--- src/pkg/hdgo_pkg.sv ---
// constants for the hall gain, offset and clamp conditioning path
`default_nettype none
package hdgo_pkg;
  // register byte offsets on the apb bus
  localparam logic [7:0] OFF_RANGE   = 8'h00;
  localparam logic [7:0] OFF_GAIN    = 8'h04;
  localparam logic [7:0] OFF_OFFSET  = 8'h08;
  localparam logic [7:0] OFF_FILTER  = 8'h0c;
  localparam logic [7:0] OFF_CLAMP   = 8'h10;
  localparam logic [7:0] OFF_STATUS  = 8'h14;
  localparam logic [7:0] OFF_RESULT  = 8'h18;
  localparam logic [7:0] OFF_IRQ_ST  = 8'h1c;
  localparam logic [7:0] OFF_IRQ_CLR = 8'h20;
  localparam logic [7:0] OFF_IRQ_EN  = 8'h24;
  // clamp register field positions
  localparam int CEIL_LSB = 8;
  // values after reset
  localparam logic [1:0]  RST_RANGE  = 2'h1;
  localparam logic [14:0] RST_GAIN   = 15'h5000;
  localparam logic [14:0] RST_OFFSET = 15'h4000;
  localparam logic [2:0]  RST_FILTER = 3'h7;
  localparam logic [5:0]  RST_FLOOR  = 6'h00;
  localparam logic [5:0]  RST_CEIL   = 6'h3f;
  // code decoding constants
  localparam logic [1:0]  RANGE_UNUSED = 2'h2;
  localparam logic [1:0]  RANGE_MID    = 2'h1;
  localparam logic [15:0] CODE_BIAS    = 16'h4000;
  localparam int          GAIN_FRAC    = 12;
  localparam logic [2:0]  FILTER_OFF   = 3'h7;
  localparam logic [5:0]  FLOOR_OFF    = 6'h00;
  localparam logic [5:0]  CEIL_OFF     = 6'h3f;
  // sample update timing
  localparam int CLK_HZ    = 40_000_000;
  localparam int UPDATE_HZ = 16_000;
  localparam int TICK_CYC  = CLK_HZ / UPDATE_HZ;
  // event bit positions
  localparam int EV_SAMPLE = 0;
  localparam int EV_OVER   = 1;
  localparam int EV_CORR   = 2;
  localparam int EV_DEFECT = 3;
endpackage
`default_nettype wire

--- src/verilog/hdgo_core.sv ---
// hall sample filter, gain, offset, limiter, clamp and diagnostics
//
// Summary of operation
// [RQ1] range code 3/1/0 gives 50/100/200 mT
// [RQ2] unused range code 2 acts as 1
// [RQ3] gain factor is (code - 16384) / 4096
// [RQ4] filtered sample multiplied by gain first
// [RQ5] add offset code minus 16384, 1-LSB steps
// [RQ6] 3-bit filter select, code 7 bypasses
// [RQ7] filter has unity dc gain always
// [RQ8] new filtered samples at 16 kHz
// [RQ9] floor = code*64*16, zero disables it
// [RQ10] ceiling = (code+1)*1024-1, 63 disables
// [RQ11] out-of-window output replaced by nearer limit
// [RQ12] floor above ceiling: ceiling wins
// [RQ13] software keeps floor below ceiling
// [RQ14] software sets range before calibrating
// [RQ15] errors reported in output status nibble
// [RQ16] overvoltage sets flag, driver held off
// [RQ17] correct first bit error, detect second
// [RQ18] uncorrectable error turns driver off forever
// [RQ19] offset sum limited to 16 bits
`timescale 1ns/1ps
`default_nettype none
module hdgo_core (
  // clock and reset
  input  wire logic        core_clk,
  input  wire logic        rst_n,
  // apb slave
  input  wire logic        psel,
  input  wire logic        penable,
  input  wire logic        pwrite,
  input  wire logic [7:0]  paddr,
  input  wire logic [31:0] pwdata,
  output logic      [31:0] prdata_ff,
  output logic             pready_ff,
  output logic             pslverr_ff,
  // hall converter side
  input  wire logic [15:0] adc_sample,
  output logic      [1:0]  adc_range_ff,
  // diagnostics inputs
  input  wire logic        ov_detect,
  input  wire logic        mem_err_valid,
  input  wire logic [3:0]  mem_err_line,
  // toward protocol generation
  output logic      [15:0] out_value_ff,
  output logic             out_valid_ff,
  output logic      [3:0]  out_status_ff,
  output logic             drv_oe_n_ff,
  // interrupt
  output logic             irq_ff
);
  logic [1:0]         range_ff;
  logic [14:0]        gain_ff;
  logic [14:0]        offs_ff;
  logic [2:0]         filt_sel_ff;
  logic [5:0]         floor_ff;
  logic [5:0]         ceil_ff;
  logic [3:0]         irq_stat_ff;
  logic [3:0]         irq_en_ff;
  logic [11:0]        cnt_ff;
  logic               tick_ff;
  logic signed [23:0] acc_ff;
  logic               v1_ff;
  logic signed [19:0] prod_ff;
  logic               v2_ff;
  logic [15:0]        lim_ff;
  logic               v3_ff;
  logic               ov_ff;
  logic               corr_ff;
  logic [3:0]         corr_line_ff;
  logic               defect_ff;
  logic               clamped_ff;
  logic [31:0]        nxt_prdata;
  logic               nxt_err;
  logic [3:0]         nxt_ev;
  logic [15:0]        nxt_out;
  logic               nxt_clamped;
  logic signed [15:0] filt;
  logic signed [15:0] gain_s;
  logic signed [15:0] offs_s;
  logic signed [31:0] product;
  logic signed [20:0] sum;
  logic signed [24:0] diff;
  logic [2:0]         shift;
  logic [15:0]        floor_v;
  logic [15:0]        ceil_v;
  logic               setup;
  logic               wr;

  // apb phase decode
  assign setup = psel & ~penable;
  assign wr    = psel & penable & pready_ff & pwrite;

  // read mux and unmapped-address detection
  always_comb begin
    nxt_prdata = 32'h0;
    nxt_err    = 1'b0;
    case (paddr)
      hdgo_pkg::OFF_RANGE:   nxt_prdata[1:0]  = range_ff;
      hdgo_pkg::OFF_GAIN:    nxt_prdata[14:0] = gain_ff;
      hdgo_pkg::OFF_OFFSET:  nxt_prdata[14:0] = offs_ff;
      hdgo_pkg::OFF_FILTER:  nxt_prdata[2:0]  = filt_sel_ff;
      hdgo_pkg::OFF_CLAMP: begin
        nxt_prdata[5:0] = floor_ff;
        nxt_prdata[hdgo_pkg::CEIL_LSB +: 6] = ceil_ff;
      end
      hdgo_pkg::OFF_STATUS:
        nxt_prdata[5:0] = {adc_range_ff, clamped_ff, corr_ff,
                           defect_ff, ov_ff};
      hdgo_pkg::OFF_RESULT:  nxt_prdata[15:0] = out_value_ff;
      hdgo_pkg::OFF_IRQ_ST:  nxt_prdata[3:0]  = irq_stat_ff;
      hdgo_pkg::OFF_IRQ_CLR: nxt_prdata       = 32'h0;
      hdgo_pkg::OFF_IRQ_EN:  nxt_prdata[3:0]  = irq_en_ff;
      default:               nxt_err          = 1'b1;
    endcase
  end

  // zero-wait-state answer: data and ready set in the setup cycle
  always_ff @(posedge core_clk or negedge rst_n) begin
    if (!rst_n) begin
      prdata_ff  <= 32'h0;
      pready_ff  <= 1'b0;
      pslverr_ff <= 1'b0;
    end else begin
      pready_ff  <= setup;
      pslverr_ff <= setup & nxt_err;
      if (setup) begin
        prdata_ff <= pwrite ? 32'h0 : nxt_prdata;
      end
    end
  end

  // configuration registers written by software
  always_ff @(posedge core_clk or negedge rst_n) begin
    if (!rst_n) begin
      range_ff    <= hdgo_pkg::RST_RANGE;
      gain_ff     <= hdgo_pkg::RST_GAIN;
      offs_ff     <= hdgo_pkg::RST_OFFSET;
      filt_sel_ff <= hdgo_pkg::RST_FILTER;
      floor_ff    <= hdgo_pkg::RST_FLOOR;
      ceil_ff     <= hdgo_pkg::RST_CEIL;
      irq_en_ff   <= 4'h0;
    end else if (wr) begin
      case (paddr)
        hdgo_pkg::OFF_RANGE:  range_ff    <= pwdata[1:0];
        hdgo_pkg::OFF_GAIN:   gain_ff     <= pwdata[14:0];
        hdgo_pkg::OFF_OFFSET: offs_ff     <= pwdata[14:0];
        hdgo_pkg::OFF_FILTER: filt_sel_ff <= pwdata[2:0];
        hdgo_pkg::OFF_CLAMP: begin
          floor_ff <= pwdata[5:0];
          ceil_ff  <= pwdata[hdgo_pkg::CEIL_LSB +: 6];
        end
        hdgo_pkg::OFF_IRQ_EN: irq_en_ff   <= pwdata[3:0];
        default: ;
      endcase
    end
  end

  // range code to converter, unused code folded onto mid range
  always_ff @(posedge core_clk or negedge rst_n) begin
    if (!rst_n) begin
      adc_range_ff <= hdgo_pkg::RST_RANGE;
    end else if (range_ff == hdgo_pkg::RANGE_UNUSED) begin
      adc_range_ff <= hdgo_pkg::RANGE_MID; // RQ2
    end else begin
      adc_range_ff <= range_ff; // RQ1
    end
  end

  // update-rate divider, one tick per sample period
  always_ff @(posedge core_clk or negedge rst_n) begin
    if (!rst_n) begin
      cnt_ff  <= 12'h0;
      tick_ff <= 1'b0;
    end else begin
      tick_ff <= (cnt_ff == 12'(hdgo_pkg::TICK_CYC - 1)); // RQ8
      if (cnt_ff == 12'(hdgo_pkg::TICK_CYC - 1)) begin
        cnt_ff <= 12'h0;
      end else begin
        cnt_ff <= cnt_ff + 12'h1;
      end
    end
  end

  // first-order low-pass; y += (x - y) >> k keeps dc gain at one
  assign shift = hdgo_pkg::FILTER_OFF - filt_sel_ff;
  assign diff  = {adc_sample[15], adc_sample, 8'h0} - 25'(acc_ff);
  assign filt  = acc_ff[23:8];

  always_ff @(posedge core_clk or negedge rst_n) begin
    if (!rst_n) begin
      acc_ff <= 24'sh0;
      v1_ff  <= 1'b0;
    end else begin
      v1_ff <= tick_ff; // RQ8
      if (tick_ff) begin
        if (filt_sel_ff == hdgo_pkg::FILTER_OFF) begin
          acc_ff <= {adc_sample, 8'h0}; // RQ6
        end else begin
          acc_ff <= acc_ff + 24'(diff >>> shift); // RQ6 RQ7
        end
      end
    end
  end

  // gain stage: signed factor with 12 fraction bits
  assign gain_s  = $signed({1'b0, gain_ff}) - $signed(hdgo_pkg::CODE_BIAS);
  assign product = filt * gain_s;

  always_ff @(posedge core_clk or negedge rst_n) begin
    if (!rst_n) begin
      prod_ff <= 20'sh0;
      v2_ff   <= 1'b0;
    end else begin
      v2_ff <= v1_ff;
      if (v1_ff) begin
        prod_ff <= product[31:hdgo_pkg::GAIN_FRAC]; // RQ3 RQ4
      end
    end
  end

  // offset addition and limiting to the 16-bit output span
  assign offs_s = $signed({1'b0, offs_ff}) - $signed(hdgo_pkg::CODE_BIAS);
  assign sum    = 21'(prod_ff) + 21'(offs_s); // RQ5

  always_ff @(posedge core_clk or negedge rst_n) begin
    if (!rst_n) begin
      lim_ff <= 16'h0;
      v3_ff  <= 1'b0;
    end else begin
      v3_ff <= v2_ff;
      if (v2_ff) begin
        if (sum < 0) begin
          lim_ff <= 16'h0; // RQ19
        end else if (sum > 21'sh0ffff) begin
          lim_ff <= 16'hffff; // RQ19
        end else begin
          lim_ff <= sum[15:0];
        end
      end
    end
  end

  // clamp window; ceiling applied last so it dominates
  assign floor_v = {floor_ff, 10'h000}; // RQ9
  assign ceil_v  = {ceil_ff, 10'h3ff}; // RQ10

  always_comb begin
    nxt_out     = lim_ff;
    nxt_clamped = 1'b0;
    if (floor_ff != hdgo_pkg::FLOOR_OFF && nxt_out < floor_v) begin
      nxt_out     = floor_v; // RQ9 RQ11
      nxt_clamped = 1'b1;
    end
    if (ceil_ff != hdgo_pkg::CEIL_OFF && nxt_out > ceil_v) begin
      nxt_out     = ceil_v; // RQ10 RQ11 RQ12
      nxt_clamped = 1'b1;
    end
  end

  // result register and status nibble toward the protocol stage
  always_ff @(posedge core_clk or negedge rst_n) begin
    if (!rst_n) begin
      out_value_ff  <= 16'h0;
      out_valid_ff  <= 1'b0;
      clamped_ff    <= 1'b0;
      out_status_ff <= 4'h0;
    end else begin
      out_valid_ff  <= v3_ff;
      out_status_ff <= {clamped_ff, corr_ff, defect_ff, ov_ff}; // RQ15
      if (v3_ff) begin
        out_value_ff <= nxt_out;
        clamped_ff   <= nxt_clamped;
      end
    end
  end

  // overvoltage level and memory error bookkeeping
  always_ff @(posedge core_clk or negedge rst_n) begin
    if (!rst_n) begin
      ov_ff        <= 1'b0;
      corr_ff      <= 1'b0;
      corr_line_ff <= 4'h0;
      defect_ff    <= 1'b0;
    end else begin
      ov_ff <= ov_detect; // RQ16
      if (mem_err_valid && !corr_ff) begin
        corr_ff      <= 1'b1; // RQ17
        corr_line_ff <= mem_err_line;
      end else if (mem_err_valid) begin
        defect_ff <= 1'b1; // RQ17 RQ18
      end
    end
  end

  // open-drain stage off during overvoltage or after a defect
  always_ff @(posedge core_clk or negedge rst_n) begin
    if (!rst_n) begin
      drv_oe_n_ff <= 1'b1;
    end else begin
      drv_oe_n_ff <= ov_ff | defect_ff; // RQ16 RQ18
    end
  end

  // sticky interrupt status; a new event beats a same-cycle clear
  assign nxt_ev[hdgo_pkg::EV_SAMPLE] = v3_ff;
  assign nxt_ev[hdgo_pkg::EV_OVER]   = ov_detect & ~ov_ff;
  assign nxt_ev[hdgo_pkg::EV_CORR]   = mem_err_valid & ~corr_ff;
  assign nxt_ev[hdgo_pkg::EV_DEFECT] = mem_err_valid & corr_ff & ~defect_ff;

  always_ff @(posedge core_clk or negedge rst_n) begin
    if (!rst_n) begin
      irq_stat_ff <= 4'h0;
      irq_ff      <= 1'b0;
    end else begin
      if (wr && paddr == hdgo_pkg::OFF_IRQ_CLR) begin
        irq_stat_ff <= (irq_stat_ff & ~pwdata[3:0]) | nxt_ev;
      end else begin
        irq_stat_ff <= irq_stat_ff | nxt_ev;
      end
      irq_ff <= |(irq_stat_ff & irq_en_ff);
    end
  end
endmodule
`default_nettype wire

--- config.mk ---
export PLATFORM = sky130hd
export DESIGN_NAME = hdgo_core
export DESIGN_NICKNAME = d
export VERILOG_FILES = /design/src/pkg/hdgo_pkg.sv /design/src/verilog/hdgo_core.sv
export SDC_FILE = /design/constraint.sdc
export NUM_CORES = 1
export LEC_CHECK = 0
export BUFFER_PORTS_ARGS = -buffer_cell sky130_fd_sc_hd__buf_2
export CAP_MARGIN = 20
export CORE_ASPECT_RATIO = 1.2
export CORE_MARGIN = 2
export CORE_UTILIZATION = 63
export CTS_CLUSTER_SIZE = 30
export DETAILED_ROUTE_END_ITERATION = 7
export PLACE_DENSITY = 0.83
export SLEW_MARGIN = 10
export SYNTH_ARGS = -nofsm -noshare
export SYNTH_HDL_FRONTEND = slang
export SYNTH_SLANG_ARGS = --single-unit
--- constraint.sdc ---
create_clock -name core_clk -period 7.45 [get_ports core_clk]
set_input_delay 1.49 -clock core_clk [delete_from_list [all_inputs] [get_ports core_clk]]
set_output_delay 1.49 -clock core_clk [all_outputs]
set_load 0.005 [all_outputs]
After elaboration in Yosys (flattened, before gate mapping)

Index checks and enable logic that the tools add are counted.

Flip-flop bits (word level): 194
Bits of input ports: 67
Output and inout port bits: 59
Logic and storage cells: 111

Add/subtract/negate cells: 7
Multipliers: 1
Order comparisons: 4
Equality and inequality tests: 13
Shifts and indexed selects: 1
Muxes and demuxes: 20
Bitwise logic cells: 20
Reductions and logical operators: 16

Operator list:

| cell                                                             | count |
|---|---|
| two-way mux 16 bit                                               | 5 |
| == test 8 x 5 -> 1 bit (second input constant)                   | 4 |
| multiplier 16 x 16 -> 32 bit                                     | 1 |
| subtractor 15 x 15 -> 16 bit (second input constant)             | 2 |
| >>> shifter 25 x 3 -> 24 bit                                     | 1 |
| subtractor 24 x 24 -> 25 bit                                     | 1 |
| adder 24 bit                                                     | 1 |
| two-way mux 24 bit                                               | 1 |
| case mux 6 bit (4 select lines)                                  | 1 |
| adder 20 x 16 -> 21 bit                                          | 1 |
| greater-than comparator 21 x 17 -> 1 bit (second input constant) | 1 |
| < comparator 21 x 1 -> 1 bit (second input constant)             | 1 |
| case mux 2 bit (9 select lines)                                  | 1 |
| == test 8 x 4 -> 1 bit (second input constant)                   | 2 |
| == test 8 x 6 -> 1 bit (second input constant)                   | 2 |
| greater-than comparator 16 bit                                   | 1 |
| < comparator 16 bit                                              | 1 |
| AND reduction 2 bit                                              | 7 |
| adder 12 x 1 -> 12 bit (second input constant)                   | 1 |
| == test 12 bit (second input constant)                           | 1 |
| two-way mux 12 bit                                               | 1 |
| case mux 2 bit (5 select lines)                                  | 1 |
| OR reduction 10 bit                                              | 1 |
| bitwise AND 1 bit                                                | 9 |
| other kinds (22)                                                 | 34 |

Depth between registers and ports, before layout

Word-level depth: 6
Mapped depth: 23
Gate-level depth less buffers: 22

Least setup slack after synthesis

Ideal clock, no wire load.

Kind: register -> register
Start: register gain_ff[14]
End: register prod_ff[18]
Setup time: 71 ps
Arrival time: 6372 ps
Required time: 7379 ps
Slack: 1007 ps
Cell stages (with the launch flop): 22
Buffers on the path: 2
Period minus slack after synthesis: 6443 ps
Cell sequence: dfstp_2 clkbuf_1 clkbuf_1 nand2b_1 fa_1 fa_1 inv_1 fa_1 fa_1 fa_1 inv_1 fa_1 inv_1 ha_1 a211oi_1 nor2_1 o22a_1 and3_1 o32ai_1 o21ai_0 or4_1 nand4_1

Longest elaborated chain between the ends: 2

RTL lines:

| element                      | line             | source |
|---|---|---|
| start: declaration           | hdgo_core.sv:54  | `logic [14:0] gain_ff;` |
| start signal: assignment     | hdgo_core.sv:138 | `gain_ff <= hdgo_pkg::RST_GAIN;` |
| start signal: assignment     | hdgo_core.sv:147 | `hdgo_pkg::OFF_GAIN: gain_ff <= pwdata[14:0];` |
| subtractor 15 x 15 -> 16 bit | hdgo_core.sv:208 | `assign gain_s = $signed({1'b0, gain_ff}) - $signed(hdgo_pkg::CODE_BIAS);` |
| multiplier 16 x 16 -> 32 bit | hdgo_core.sv:209 | `assign product = filt * gain_s;` |
| end signal: assignment       | hdgo_core.sv:218 | `prod_ff <= product[31:hdgo_pkg::GAIN_FRAC];` |
| end: declaration             | hdgo_core.sv:65  | `logic signed [19:0] prod_ff;` |

Every way passes these cells.
A chain may end at the register's enable or synchronous reset.

Worst setup path after layout

Start: register acc_ff[14]
End: register prod_ff[18]

Longest elaborated chain between the ends: 1

RTL lines:

| element                      | line             | source |
|---|---|---|
| start: declaration           | hdgo_core.sv:63  | `logic signed [23:0] acc_ff;` |
| start signal: assignment     | hdgo_core.sv:199 | `acc_ff <= {adc_sample, 8'h0};` |
| start signal: assignment     | hdgo_core.sv:201 | `acc_ff <= acc_ff + 24'(diff >>> shift);` |
| multiplier 16 x 16 -> 32 bit | hdgo_core.sv:209 |  |

Every way passes these cells.

==> results.tsv <==
metric	value	unit
outcome	completed	
final_antenna_net_count	0	
n_fill_cell	2596	
first_iter_violations	1464	
drv_slew	0	
grt_pass1_wl	92070	microns
overflow	0	
place.gp.congestion	0.9587	
areaGrowthSynthToFinish	6.872	%
core_region_area	33980	sq um
irDropWorstVdd	170.2	uV
hold_viol	0	
crit_top_cell	fa_1	
async_flop_share	100.0	%
grt_pass1_vias	18340	
grt_max_degree	120	
total_leakage_power	11.68	nW
critPathArrivalTime	7440	ps
clock.fmax	0.1417	GHz
synth_top_area_cell	fa_1	
cp.required	7840	ps
power.density	101.5	nW/um^2
layout.nets	2892	
skew	23.69	ps
period_minus_slack	7057	ps
postCtsSetupBuffers	0	
syn_area	21670	sq um
ys_seq_area_share	20.64	%
place_inst	2843	
synth_seq_cells	178	
die_x	173.3	microns
drive_gt1_share	10.97	%
p_sw	0.0007410	W
gr-usage-met1	41.55	%
holdWs	473.4	ps
worstSetupPathType	flip-flop to flip-flop	
worst_slew_pin_slew	1084	ps
min_period_over_period	94.73	%
dp_hpwl	43380	microns
synth_cell_types	80	
cap_violations	0	
firstDrtPassIters	6	
crit_buf_inv	3	
synth_top_cells_by_area	fa_1, dfrtp_1, ha_1, inv_1, nand2_1	
clock_path_buffers	2	
cts_max_level	4	
clock-sinks	178	
slew_headroom	27.07	%
path_cells	nand2_1 > fa_1 > inv_1 > fa_1 > fa_1 > fa_1 > fa_1 > inv_1 > fa_1 > inv_1 > ha_1 > a211oi_1 > nor2_1 > o22a_1 > and3_1 > o32ai_1 > o21ai_0 > or4_1 > nand4_1	
die_area	35900	sq um
grt.total_usage	31.66	%
synth-edff-count	0	
wl_per_cell	18.95	microns
drcViolationCount	0	
cpLargestDelayFamily	adder cells	
clkTransAtPathRegs	90	ps
cpPeakStageDelay	810	ps
dr_total_vias	17470	
cp_max_fo	17	
synth-warning-count	0	
hp-class	flip-flop to flip-flop	
end_kind	flip-flop	
grt_busiest_layer	met2	
viasPerCell	6.064	
stdcell_count	2881	
ios	126	
slowest_stage	dfrtp_1	
synth_top_area_share	24.39	%
switching_share	31.54	%
cts_tree	yes	
setup_viol_count_final	0	
synth_cells	2374	
antenna_found_initial	1	
synth_ff_type	dfrtp_1	
core.rowCount	74	
ctsRootBufferMaster	clkbuf_16	
worstSetupStartpointType	flip-flop	
totalWireLength	54600	microns
rsz0062_at_grt	no	
p_int	0.001608	W
seq_power_share	41.5	%
clk_latency	470	ps
cts-buffers-inserted	17	
die_y	207.2	microns
use_met3	4.809	%
p_clk_share	40.3	%
hold_buffers	0	
pwr-share-comb	18.2	%
io_buffers	88	
initial_core_util	63.76	%
avgSynthCellArea	9.127	sq um
setup_tns	0	ps
met2_usage	53.20	%
[stage by stage]
step	total power [W]	util, %	setup WS, ps	area, sq um
after floorplan	0.001293	-	1007	21720
after global placement	0.001399	66.01	609.5	22430
after detailed placement	0.001409	66.05	511.1	22440
after CTS	0.002352	67.90	412.2	23070
after global routing	0.002450	68.15	57.07	23160
final	0.002349	68.15	392.7	23160
[layout make-up]
| type | count | area (sq um) | area share (%) |
|---|---|---|---|
| Clock buffer | 17 | 425.4 | 1.837 |
| Sequential cell | 178 | 4476 | 19.33 |
| Inverter | 383 | 1438 | 6.208 |
| Tap cell | 456 | 570.5 | 2.464 |
| Antenna cell | 1 | 2.502 | 0.01081 |
| Clock inverter | 15 | 201.4 | 0.8699 |
| Timing Repair Buffer | 120 | 726.9 | 3.139 |
| Multi-Input combinational cell | 1711 | 15320 | 66.14 |
[cells by family (layout without fill, tap and decap cells)]
kind of cell               after synthesis  count (layout)  synth area share, %
muxes                                  109             109                5.555
and+or+nand+nor                        668             668                15.23
AOI/OAI and AO/OA                      422             422                13.18
DFF                                    178             178                20.64
buffers and inverters                  500             535                8.962
other                                    1              17              0.01731
xor gates and xnor gates                82              82                3.349
adders and majority gates              414             414                33.05
[worst register-to-register path, delay by kind of cell (launching register included)]
| kind | cells | cell delay (ps) |
|---|---|---|
| fa+ha+maj | 7 | 3560 |
| compound gates | 4 | 1370 |
| simple gates | 5 | 1070 |
| flops | 1 | 810 |
| buf+inv | 3 | 160 |
[synth_stat cells, types with 6 or more instances]
library cell	instances
a211o_1	7
a211oi_1	15
a21o_1	33
a21oi_1	82
a221oi_1	6
a222oi_1	10
a22o_1	12
a22oi_1	23
a31oi_1	19
and2_1	124
and3_1	14
buf_1	10
buf_4	16
clkbuf_1	87
dfrtp_1	163
dfstp_2	15
fa_1	264
ha_1	150
inv_1	380
mux2_2	70
mux2i_1	37
nand2_1	218
nand2b_1	23
nand3_1	63
nand3b_1	10
nand4_1	21
nor2_1	122
nor2b_1	9
nor3_1	17
nor4_1	8
o211ai_1	20
o21a_1	15
o21ai_0	85
o21bai_1	9
o22ai_1	27
o31ai_1	12
or2_2	9
or3_1	6
or4_1	8
xnor2_1	55
xor2_1	26
[power groups by stage]
stage	Combinational (W)	Sequential (W)	Clock, W
after floorplan	0.000302	0.000991	0
after global placement	0.000405	0.000993	0
after detailed placement	0.000415	0.000993	0
after CTS	0.000422	0.000975	0.000956
after global routing	0.000480	0.000975	0.000995
final	0.000427	0.000975	0.000947
[flip-flops by register name (all words and copies together), names as in the netlist, 2 cells and up]
register       cells
cnt_ff            12
out_value_ff      16
prod_ff           20
gain_ff           15
irq_en_ff          4
filt_sel_ff        3
acc_ff            24
offs_ff           15
range_ff           2
adc_range_ff       2
out_status_ff      4
lim_ff            16
floor_ff           6
irq_stat_ff        4
prdata_ff         16
ceil_ff            6
[worst paths after layout]
check | from | to | slack, ps | depth (start not counted)
max | acc_ff[14]$_DFFE_PN0P_ | prod_ff[18]$_DFFE_PN0P_ | 390 | 19
min | ov_ff$_DFF_PN0_ | out_status_ff[0]$_DFF_PN0_ | 470 | 0
max reg2reg | acc_ff[14]$_DFFE_PN0P_ | prod_ff[18]$_DFFE_PN0P_ | 390 | 19
min reg2reg | ov_ff$_DFF_PN0_ | out_status_ff[0]$_DFF_PN0_ | 470 | 0
max in group asynchronous | rst_n | cnt_ff[6]$_DFF_PN0_ | 4920 | 3
min in group asynchronous | rst_n | prdata_ff[1]$_DFFE_PN0P_ | 940 | 1
[layout by cell type (no fill, tap or decap), types with 21 or more instances in the layout]
cell        n
nand3_1    63
a22oi_1    23
o21ai_0    85
nand2_1   218
mux2i_1    37
ha_1      150
and2_1    124
a21o_1     33
nor2_1    122
o22ai_1    27
a21oi_1    82
dfrtp_1   161
inv_1     380
mux2_2     70
buf_2      87
fa_1      263
buf_4      30
xor2_1     26
xnor2_1    55
nand4_1    21
nand2b_1   23
[per-layer routing]
| layer | vias to the layer above | share of wire, % |
|---|---|---|
| li1 | 7921 | - |
| met1 | 8606 | 40 |
| met2 | 774 | 49 |
| met3 | 169 | 7.2 |
| met4 | 0 | 3.8 |
| met5 | - | 0 |
[timing repair]
item | in CTS | in global routing
endpoints found under the setup margin | 0 | 1
hold endpoints to repair | 0 | 0
gates resized for setup | 0 | 3
Note: power is estimated with default switching activity, not from simulation.
